===== config.mk =====
export PLATFORM = sky130hd
export DESIGN_NAME = swocc_regs
export DESIGN_NICKNAME = d
export VERILOG_FILES = /design/src/rtl/swocc_pkg.sv /design/src/rtl/swocc_filter.sv /design/src/rtl/swocc_regs.sv
export SDC_FILE = /design/constraint.sdc
export NUM_CORES = 1
export LEC_CHECK = 0
export ABC_AREA = 1
export CORE_MARGIN = 3
export CORE_UTILIZATION = 62
export DETAILED_ROUTE_END_ITERATION = 8
export DONT_BUFFER_PORTS = 1
export PLACE_DENSITY = 0.78
export SLEW_MARGIN = 20
export SYNTH_ARGS = -nofsm -noshare
export SYNTH_HDL_FRONTEND = slang
export SYNTH_HIERARCHICAL = 1
export SYNTH_SLANG_ARGS = --single-unit

===== constraint.sdc =====
create_clock -name core_clk -period 1.4 [get_ports core_clk]
set_input_delay 0.28 -clock core_clk [delete_from_list [all_inputs] [get_ports core_clk]]
set_output_delay 0.28 -clock core_clk [all_outputs]
set_load 0.02 [all_outputs]

===== src/rtl/swocc_pkg.sv =====
// Constants for the selective wake oscillator trim and recovery configuration registers
package swocc_pkg;
   // Register addresses on the 7-bit command address
   localparam logic [6:0] SWOCC_ADDR_TRIM_FINE = 7'h38;
   localparam logic [6:0] SWOCC_ADDR_OPTIONS = 7'h39;
   localparam logic [6:0] SWOCC_ADDR_CALIB_HIGH = 7'h3a;
   localparam logic [6:0] SWOCC_ADDR_CALIB_LOW = 7'h3b;
   localparam logic [6:0] SWOCC_ADDR_CTRL_ONE = 7'h3c;
   localparam logic [6:0] SWOCC_ADDR_CTRL_TWO = 7'h3d;
   // Key value that unlocks the trim fields
   localparam logic [1:0] SWOCC_TRIM_KEY = 2'h3;
   // Field positions
   localparam int SWOCC_OPT_RXSEL_BIT = 7;
   localparam int SWOCC_OPT_COARSE_MSB = 4;
   localparam int SWOCC_FINE_MSB = 4;
   localparam int SWOCC_C1_FILT_LSB = 2;
   localparam int SWOCC_C1_EN_BIT = 0;
   // Writable masks; every other bit is reserved and reads zero
   localparam logic [7:0] SWOCC_OPT_MASK = 8'h9f;
   localparam logic [7:0] SWOCC_C1_MASK = 8'h0d;
   localparam logic [7:0] SWOCC_C2_MASK = 8'h03;
   // Reset values
   localparam logic [7:0] SWOCC_C1_RESET = 8'h04;
   localparam logic [7:0] SWOCC_C2_RESET = 8'h00;
   localparam logic [7:0] SWOCC_TRIM_RESET = 8'h00;
   localparam logic [4:0] SWOCC_COARSE_RESET = 5'h00;
   // Filter time constants
   localparam logic [5:0] SWOCC_TC_8 = 6'h08;
   localparam logic [5:0] SWOCC_TC_16 = 6'h10;
   localparam logic [5:0] SWOCC_TC_32 = 6'h20;
   // Recovery clock frequencies in MHz
   localparam logic [6:0] SWOCC_CLK_80 = 7'h50;
   localparam logic [6:0] SWOCC_CLK_40 = 7'h28;
   localparam logic [6:0] SWOCC_CLK_20 = 7'h14;
   localparam logic [6:0] SWOCC_CLK_10 = 7'h0a;
   // Filter select encodings
   typedef enum logic [1:0] {
      SWOCC_FILT_8 = 2'b00,
      SWOCC_FILT_16 = 2'b01,
      SWOCC_FILT_32 = 2'b10,
      SWOCC_FILT_ADAPT = 2'b11
   } swocc_filt_t;
endpackage


===== src/rtl/swocc_filter.sv =====
// Recovery filter time constant selection, fixed or adaptive to edge spacing
`timescale 1ns/1ps
`default_nettype none
module swocc_filter
   import swocc_pkg::*;
(
   input wire logic core_clk,
   input wire logic rstn,
   input wire logic [1:0] filter_constant_choice,
   input wire logic gap_valid,
   input wire logic [3:0] gap_bits,
   output logic [5:0] time_constant_q
);
   swocc_filt_t sel;
   assign sel = swocc_filt_t'(filter_constant_choice);

   // Constant follows the select; adaptive mode updates only on a measured gap
   always_ff @(posedge core_clk or negedge rstn) begin
      if (!rstn) begin
         time_constant_q <= SWOCC_TC_16;
      end else begin
         case (sel)
            SWOCC_FILT_8: time_constant_q <= SWOCC_TC_8;
            SWOCC_FILT_16: time_constant_q <= SWOCC_TC_16;
            SWOCC_FILT_32: time_constant_q <= SWOCC_TC_32;
            SWOCC_FILT_ADAPT: begin
               // Gaps outside 2..10 bits hold the last constant
               if (gap_valid && gap_bits >= 4'h2 && gap_bits <= 4'h3) begin
                  time_constant_q <= SWOCC_TC_32;
               end else if (gap_valid && gap_bits >= 4'h4 && gap_bits <= 4'h8) begin
                  time_constant_q <= SWOCC_TC_16;
               end else if (gap_valid && gap_bits >= 4'h9 && gap_bits <= 4'ha) begin
                  time_constant_q <= SWOCC_TC_8;
               end
            end
            default: time_constant_q <= SWOCC_TC_16;
         endcase
      end
   end

   a_adapt_short: assert property (@(posedge core_clk) disable iff (!rstn)
      sel == SWOCC_FILT_ADAPT && gap_valid && gap_bits == 4'h2 |=> time_constant_q == SWOCC_TC_32)
      else $error("short gap did not give constant 32");
   a_adapt_long: assert property (@(posedge core_clk) disable iff (!rstn)
      sel == SWOCC_FILT_ADAPT && gap_valid && gap_bits == 4'ha |=> time_constant_q == SWOCC_TC_8)
      else $error("long gap did not give constant 8");
   a_fixed_sel: assert property (@(posedge core_clk) disable iff (!rstn)
      sel == SWOCC_FILT_32 |=> time_constant_q == SWOCC_TC_32)
      else $error("fixed select 32 not applied");
   c_adapt_mid: cover property (@(posedge core_clk) disable iff (!rstn)
      sel == SWOCC_FILT_ADAPT && gap_valid && gap_bits == 4'h6);
endmodule
`default_nettype wire


===== src/rtl/swocc_regs.sv =====
// Selective wake oscillator trim, receiver select and recovery configuration registers
`timescale 1ns/1ps
`default_nettype none
module swocc_regs
   import swocc_pkg::*;
#(
   parameter logic [7:0] TRIM_RESET = SWOCC_TRIM_RESET,
   parameter logic [4:0] COARSE_RESET = SWOCC_COARSE_RESET
)
(
   input wire logic core_clk,
   input wire logic rstn,
   input wire logic cmd_valid,
   input wire logic [6:0] cmd_addr,
   input wire logic cmd_write,
   input wire logic [7:0] cmd_wdata,
   output logic [7:0] cmd_rdata_q,
   output logic cmd_rvalid_q,
   input wire logic [1:0] trim_enable,
   input wire logic [7:0] calib_value_high,
   input wire logic [7:0] calib_value_low,
   input wire logic gap_valid,
   input wire logic [3:0] gap_bits,
   output logic [7:0] oscillator_adjust,
   output logic [4:0] coarse_adjust,
   output logic [4:0] fine_step,
   output logic wake_receiver_choice,
   output logic recovery_enable,
   output logic [1:0] filter_constant_choice,
   output logic [5:0] filter_time_constant,
   output logic [1:0] recovery_clock_choice,
   output logic [6:0] recovery_clock_mhz_q
);
   // Trim and coarse reset values are parameters: the factory value of the
   // oscillator is not known to this block, so zero stands in for it
   // Stored register state, then combinational decodes
   logic [7:0] trim_q; // Fine trim plus temperature coefficient
   logic [7:0] opt_q; // Receiver select and coarse trim
   logic [7:0] c1_q; // Filter select and recovery enable
   logic [7:0] c2_q; // Recovery clock select
   logic unlocked; // Trim key present
   logic wr_en; // Write command this cycle
   logic [7:0] rd_d; // Read mux

   assign unlocked = (trim_enable == SWOCC_TRIM_KEY);
   assign wr_en = cmd_valid && cmd_write;

   // Trim registers: locked writes are dropped with no error flag
   // Key is sampled on the write edge itself; a key that drops in that cycle blocks it
   always_ff @(posedge core_clk or negedge rstn) begin
      if (!rstn) begin
         trim_q <= TRIM_RESET;
         opt_q <= {3'h0, COARSE_RESET};
      end else if (wr_en && unlocked) begin
         if (cmd_addr == SWOCC_ADDR_TRIM_FINE) begin
            trim_q <= cmd_wdata;
         end
         if (cmd_addr == SWOCC_ADDR_OPTIONS) begin
            // Receiver and coarse trim land together, so software must resend coarse bits
            opt_q <= cmd_wdata & SWOCC_OPT_MASK;
         end
      end
   end

   // Recovery control registers, not key protected
   // Kept free of the key so recovery can be tuned while the trim stays locked
   always_ff @(posedge core_clk or negedge rstn) begin
      if (!rstn) begin
         c1_q <= SWOCC_C1_RESET;
         c2_q <= SWOCC_C2_RESET;
      end else if (wr_en) begin
         if (cmd_addr == SWOCC_ADDR_CTRL_ONE) begin
            c1_q <= cmd_wdata & SWOCC_C1_MASK;
         end
         if (cmd_addr == SWOCC_ADDR_CTRL_TWO) begin
            c2_q <= cmd_wdata & SWOCC_C2_MASK;
         end
      end
   end

   // Read mux; calibration bytes come straight from the oscillator, unmapped reads zero
   // Reads never need the key, so software can fetch coarse bits before a receiver change
   always_comb begin
      case (cmd_addr)
         SWOCC_ADDR_TRIM_FINE: rd_d = trim_q;
         SWOCC_ADDR_OPTIONS: rd_d = opt_q;
         SWOCC_ADDR_CALIB_HIGH: rd_d = calib_value_high;
         SWOCC_ADDR_CALIB_LOW: rd_d = calib_value_low;
         SWOCC_ADDR_CTRL_ONE: rd_d = c1_q;
         SWOCC_ADDR_CTRL_TWO: rd_d = c2_q;
         default: rd_d = 8'h00;
      endcase
   end

   // Read answer one cycle after the command, held until the next read
   // A write leaves the last read byte standing on the port
   always_ff @(posedge core_clk or negedge rstn) begin
      if (!rstn) begin
         cmd_rdata_q <= 8'h00;
         cmd_rvalid_q <= 1'b0;
      end else begin
         cmd_rvalid_q <= cmd_valid && !cmd_write;
         if (cmd_valid && !cmd_write) begin
            cmd_rdata_q <= rd_d;
         end
      end
   end

   // Recovery clock frequency decode
   // Registered so the recovery logic sees a settled value; it lags the select by a cycle
   always_ff @(posedge core_clk or negedge rstn) begin
      if (!rstn) begin
         recovery_clock_mhz_q <= SWOCC_CLK_80;
      end else begin
         case (c2_q[1:0])
            2'b00: recovery_clock_mhz_q <= SWOCC_CLK_80;
            2'b01: recovery_clock_mhz_q <= SWOCC_CLK_40;
            2'b10: recovery_clock_mhz_q <= SWOCC_CLK_20;
            2'b11: recovery_clock_mhz_q <= SWOCC_CLK_10;
            default: recovery_clock_mhz_q <= SWOCC_CLK_80;
         endcase
      end
   end

   // Field outputs
   assign oscillator_adjust = trim_q;
   assign fine_step = trim_q[SWOCC_FINE_MSB:0];
   assign coarse_adjust = opt_q[SWOCC_OPT_COARSE_MSB:0];
   assign wake_receiver_choice = opt_q[SWOCC_OPT_RXSEL_BIT];
   assign recovery_enable = c1_q[SWOCC_C1_EN_BIT];
   assign filter_constant_choice = c1_q[SWOCC_C1_FILT_LSB +: 2];
   assign recovery_clock_choice = c2_q[1:0];

   // Filter time constant follows the select
   swocc_filter u_filter (
      .core_clk(core_clk),
      .rstn(rstn),
      .filter_constant_choice(filter_constant_choice),
      .gap_valid(gap_valid),
      .gap_bits(gap_bits),
      .time_constant_q(filter_time_constant)
   );

   // Key protection and write paths
   a_locked_trim: assert property (@(posedge core_clk) disable iff (!rstn)
      !unlocked |=> $stable(trim_q) && $stable(opt_q))
      else $error("trim changed while locked");
   a_unlocked_wr: assert property (@(posedge core_clk) disable iff (!rstn)
      wr_en && unlocked && cmd_addr == SWOCC_ADDR_TRIM_FINE
      |=> oscillator_adjust == $past(cmd_wdata))
      else $error("unlocked trim write lost");
   a_rxsel_write: assert property (@(posedge core_clk) disable iff (!rstn)
      wr_en && unlocked && cmd_addr == SWOCC_ADDR_OPTIONS
      |=> wake_receiver_choice == $past(cmd_wdata[7]) && coarse_adjust == $past(cmd_wdata[4:0]))
      else $error("options write not applied");
   // Read path, field placement and reset defaults
   a_reserved_zero: assert property (@(posedge core_clk) disable iff (!rstn)
      cmd_rvalid_q |-> (($past(cmd_addr) == SWOCC_ADDR_CTRL_ONE) ? (cmd_rdata_q & 8'hf2) == 8'h00 : 1'b1)
      && (($past(cmd_addr) == SWOCC_ADDR_OPTIONS) ? (cmd_rdata_q & 8'h60) == 8'h00 : 1'b1))
      else $error("reserved bits read nonzero");
   a_calib_read: assert property (@(posedge core_clk) disable iff (!rstn)
      cmd_valid && !cmd_write && cmd_addr == SWOCC_ADDR_CALIB_HIGH
      |=> cmd_rvalid_q && cmd_rdata_q == $past(calib_value_high))
      else $error("calibration high read wrong");
   a_enable_wr: assert property (@(posedge core_clk) disable iff (!rstn)
      wr_en && cmd_addr == SWOCC_ADDR_CTRL_ONE |=> recovery_enable == $past(cmd_wdata[0]))
      else $error("recovery enable not written");
   a_clock_map: assert property (@(posedge core_clk) disable iff (!rstn)
      recovery_clock_choice == 2'b11 ##1 recovery_clock_choice == 2'b11
      |-> recovery_clock_mhz_q == SWOCC_CLK_10)
      else $error("clock select 11 not 10 MHz");
   a_filt_default: assert property (@(posedge core_clk) disable iff (!rstn)
      $rose(rstn) |-> filter_constant_choice == 2'b01)
      else $error("filter select default wrong");

   // Read path: the low calibration byte and the reserved bits of control two
   a_calib_low: assert property (@(posedge core_clk) disable iff (!rstn)
      cmd_valid && !cmd_write && cmd_addr == SWOCC_ADDR_CALIB_LOW
      |=> cmd_rvalid_q && cmd_rdata_q == $past(calib_value_low))
      else $error("calibration low read wrong");
   a_ctrl_two_zero: assert property (@(posedge core_clk) disable iff (!rstn)
      cmd_rvalid_q && $past(cmd_addr) == SWOCC_ADDR_CTRL_TWO
      |-> (cmd_rdata_q & 8'hfc) == 8'h00)
      else $error("control two reserved bits nonzero");

   // Key protection of the receiver bit, and recovery settings that need no key
   a_rxsel_locked: assert property (@(posedge core_clk) disable iff (!rstn)
      wr_en && !unlocked && cmd_addr == SWOCC_ADDR_OPTIONS
      |=> $stable(wake_receiver_choice))
      else $error("receiver choice changed while locked");
   a_ctrl_no_key: assert property (@(posedge core_clk) disable iff (!rstn)
      wr_en && !unlocked && cmd_addr == SWOCC_ADDR_CTRL_TWO
      |=> recovery_clock_choice == $past(cmd_wdata[1:0]))
      else $error("clock select write lost without key");
   a_clock_decode: assert property (@(posedge core_clk) disable iff (!rstn)
      ($past(recovery_clock_choice) != 2'b00 || recovery_clock_mhz_q == SWOCC_CLK_80)
      && ($past(recovery_clock_choice) != 2'b01 || recovery_clock_mhz_q == SWOCC_CLK_40)
      && ($past(recovery_clock_choice) != 2'b10 || recovery_clock_mhz_q == SWOCC_CLK_20))
      else $error("clock select decode wrong");

   // Scenarios worth seeing
   c_unlock_write: cover property (@(posedge core_clk) disable iff (!rstn)
      wr_en && unlocked && cmd_addr == SWOCC_ADDR_OPTIONS);
   c_locked_write: cover property (@(posedge core_clk) disable iff (!rstn)
      wr_en && !unlocked && cmd_addr == SWOCC_ADDR_TRIM_FINE);
   c_adapt_on: cover property (@(posedge core_clk) disable iff (!rstn)
      filter_constant_choice == 2'b11 && recovery_enable);
   c_clock_slow: cover property (@(posedge core_clk) disable iff (!rstn)
      recovery_clock_choice == 2'b11 && recovery_enable);
endmodule
`default_nettype wire


==> impl_results.md <==
- DP HPWL: around 3.2 mm
- Antenna Nets Post-Route: 0
- Die area: 3980 µm²
- Die width: approximately 63 µm
- GRT Util Overall: 0.227
- Final setup violation count: 0
- R2R depth: 4
- Maximum vdd ir drop: 681 µV
- Final setup TNS: 0 ns
- Antenna violations before repair: 0
- Filler cells: 272
- Largest net degree at the start of global routing: 38
- Share of layout cells above drive strength 1: 0.206
- Pins Over Slew Limit: 0
- Finished Layout Cells: a little under 300
- Met3 Use GR: 0.0909
- Syn_area_per_cell: 8.13 µm²
- # rows: 20
- CP delay by family, top: flip-flops
- First-pass GRT wire length: 7.06 mm
- R2R Path Start: oscillator_adjust[1]
- Vias in the first global route: about 1.5k
- CP peak stage delay: 0.55 ns
- NumNets Final: 294
- DRT Wirelength: 4.25 mm
- DR vias: 1609
- Cell Area, Synth: 2020 µm²
- Final hold vios: 0
- Gr busiest metal: met2
- PortBufs: 0
- Initial core utilization: 0.657
- Clk buf depth: 2
- Critical-path top delay cell: dfstp_2
- Met1 usage: 0.291
- Post-CTS Hold Fix Bufs: 2
- FMAX: 750 MHz
- GPL Wtd Cong: between 0.7 and 0.8
- Worst setup SP type: flip-flop
- Synth cell count leaders: nand2_1 (69), nand3_1 (42), dfrtp_1 (33), inv_1 (15), nor2_1 (15)
- WHS Endpoint: cmd_rvalid_q
- Setup crit end kind: output pin
- Setup CP Type: reg2out
- # IOs: 88
- Total gr overflow: 0
- Router iterations before antenna repair: 4
- Post-synthesis register bit count: 37
- Clock Sink Count: 37
- Worst R2R Setup Slack: 0.24 ns
- Top cell type by total area after synthesis: dfrtp_1
- Post-synth cell types: 31
- Most frequent cell after synthesis: nand2_1
- Post-synth EDFFs: 0
- Seq/Total Area, Yosys: 0.460
- Status: complete, no violations
- Mapped Cells: 249
- Residual DRC: 0
- Post-CTS Setup Bufs: 0
- TritonCTS clock tree: done
- Die Height: 63.1 µm
- Yosys warning total: 6
- DR iter-0 viols: between 100 and 150
- Post-Place Cells: 287
- Fin crit period: about 1.3 ns
- Worst-path maximum fanout: 6
- Min-delay worst type: in2reg
- # resized after CTS: 0
- Core footprint: 3080 µm²
- Area Growth Syn to Fin: 4.45%
- CTS Buf Count: 5
- DR vias/cell: roughly 5.4
- Asr flop ratio synth: 1.00
- Routed len/inst: 14.3 µm
- Worst path cell trace: buf_4
- Worst Path Required: between 1 and 1.5 ns
- Leading cell types by total area after synthesis: dfrtp_1 (41%), nand2_1 (13%), nand3_1 (10%), dfstp_2 (5.2%), buf_4 (4.1%)
- CTS root buffer: clkbuf_4
- Clock Latency Late Sink: 0.33 ns
- Pleak: 0.00115 µW
- Hold Path Cell Cnt: 1
- ANT cells: 0
- Yosys top cell area share: 0.408
- Util after Layout: 0.687
- Reg clk slew, reported paths: 0.12 ns
- Buf+Inv Stages, Crit Path: 1
- Period utilization: 0.952
- H-tree Lvls: 2
- Most common flop cell mapped by yosys: dfrtp_1
- Worst Hold Launch: cmd_write
- GR Util met2: 0.358
- Reg2reg end: cmd_rdata_q[1]
- PD cells: 902 nW/µm²
- MaxCap Viol Count: 0
- Clk_skew: 0.00860 ns
- RSZ-0062 raised after global routing: no
- CP Launch Point: c1_q[2]
- CP Data Arrival Time: 1.05 ns
## worst reg2reg max path, delay by kind of cell (launching register included)
kind,cells,cell delay [ns]
compound gates,1,0.21
flops,1,0.56
simple gates,3,0.28
## routing by layer
metal / up-vias / share of wire
met1: 733 / 0.41
met3: 2 / 0.11
met2: 74 / 0.48
met4: 0 / 0.0049
li1: 800 / -
met5: - / 0
## cell type report
type | count | area, µm² | area share
Clock buffer | 5 | 37.5 | 0.0178
Sequential cell | 37 | 931 | 0.440
Multi-Input combinational cell | 179 | 916 | 0.433
Clock inverter | 3 | 17.5 | 0.00829
Timing Repair Buffer | 8 | 75.1 | 0.0355
Inverter | 21 | 81.3 | 0.0385
Tap cell | 44 | 55.1 | 0.0261
## power breakdown
part           internal (µW)  total, µW  leakage, µW  switching [µW]
registers               1110       1170     0.000483            65.1
logic                   57.7        188     0.000637             131
clock network            189        545    0.0000310             356
total                   1350       1910      0.00115             552
## flip-flops by register name, summed over array words and instances (netlist names)
signal	cells
c1_q	3
c2_q	2
cmd_rdata_q	8
cmd_rvalid_q	1
opt_q	6
oscillator_adjust	8
recovery_clock_mhz_q	6
u_filter/time_constant_q	3
## metrics by stage
stage          hold slack [ns]  power [µW]  setup slack (ns)  instance area [µm²]
2_1_floorplan          -0.0156        1330             0.207                 2030
3_3_place_gp           -0.0147        1350             0.218                 2030
3_5_place_dp           -0.0148        1350             0.193                 2030
4_1_cts                 0.0551        1920            0.0601                 2110
5_1_grt                 0.0435        2000            0.0270                 2110
6_report                0.0613        1910            0.0670                 2110
## cells by family after synthesis
logic type	count (synthesis)	share of synthesized area
AOI/OAI and AO/OA	26	0.0835
other	2	0.00371
DFF	37	0.460
and+or+nand+nor	149	0.362
buffers and inverters	35	0.0909
## how the worst max path moves through the flow
| stage | end | slack [ns] | depth (start not counted) |
|---|---|---|---|
| floorplan | u_filter/time_constant_q[3] | 0.21 | 5 |
| global placement | cmd_rdata_q[1] | 0.22 | 7 |
| global route | filter_constant_choice[0] | 0.03 | 1 |
| CTS | filter_constant_choice[0] | 0.06 | 1 |
| finish | filter_constant_choice[0] | 0.07 | 1 |
| detailed placement | c1_q[2] | 0.19 | 5 |
## layout by cell type (no fill, tap or decap), types with 2 or more instances in the layout
cell | Yosys | layout
o21bai_1 | 2 | 2
nand3_1 | 42 | 42
clkbuf_4 | 0 | 5
nand2_1 | 69 | 69
clkinv_2 | 0 | 2
nand4_1 | 3 | 3
dfrtp_1 | 33 | 33
buf_4 | 11 | 6
conb_1 | 2 | 4
nor2_8 | 2 | 2
o21ai_2 | 4 | 4
nor2_4 | 2 | 2
nor2_2 | 5 | 5
a21oi_2 | 3 | 3
nand2_4 | 4 | 4
inv_1 | 15 | 15
o21ai_1 | 9 | 9
nor2_1 | 15 | 15
o21ai_0 | 5 | 5
dfstp_2 | 4 | 4
inv_2 | 4 | 4
nand2_2 | 4 | 4
Power figures use the tool's default switching activity.
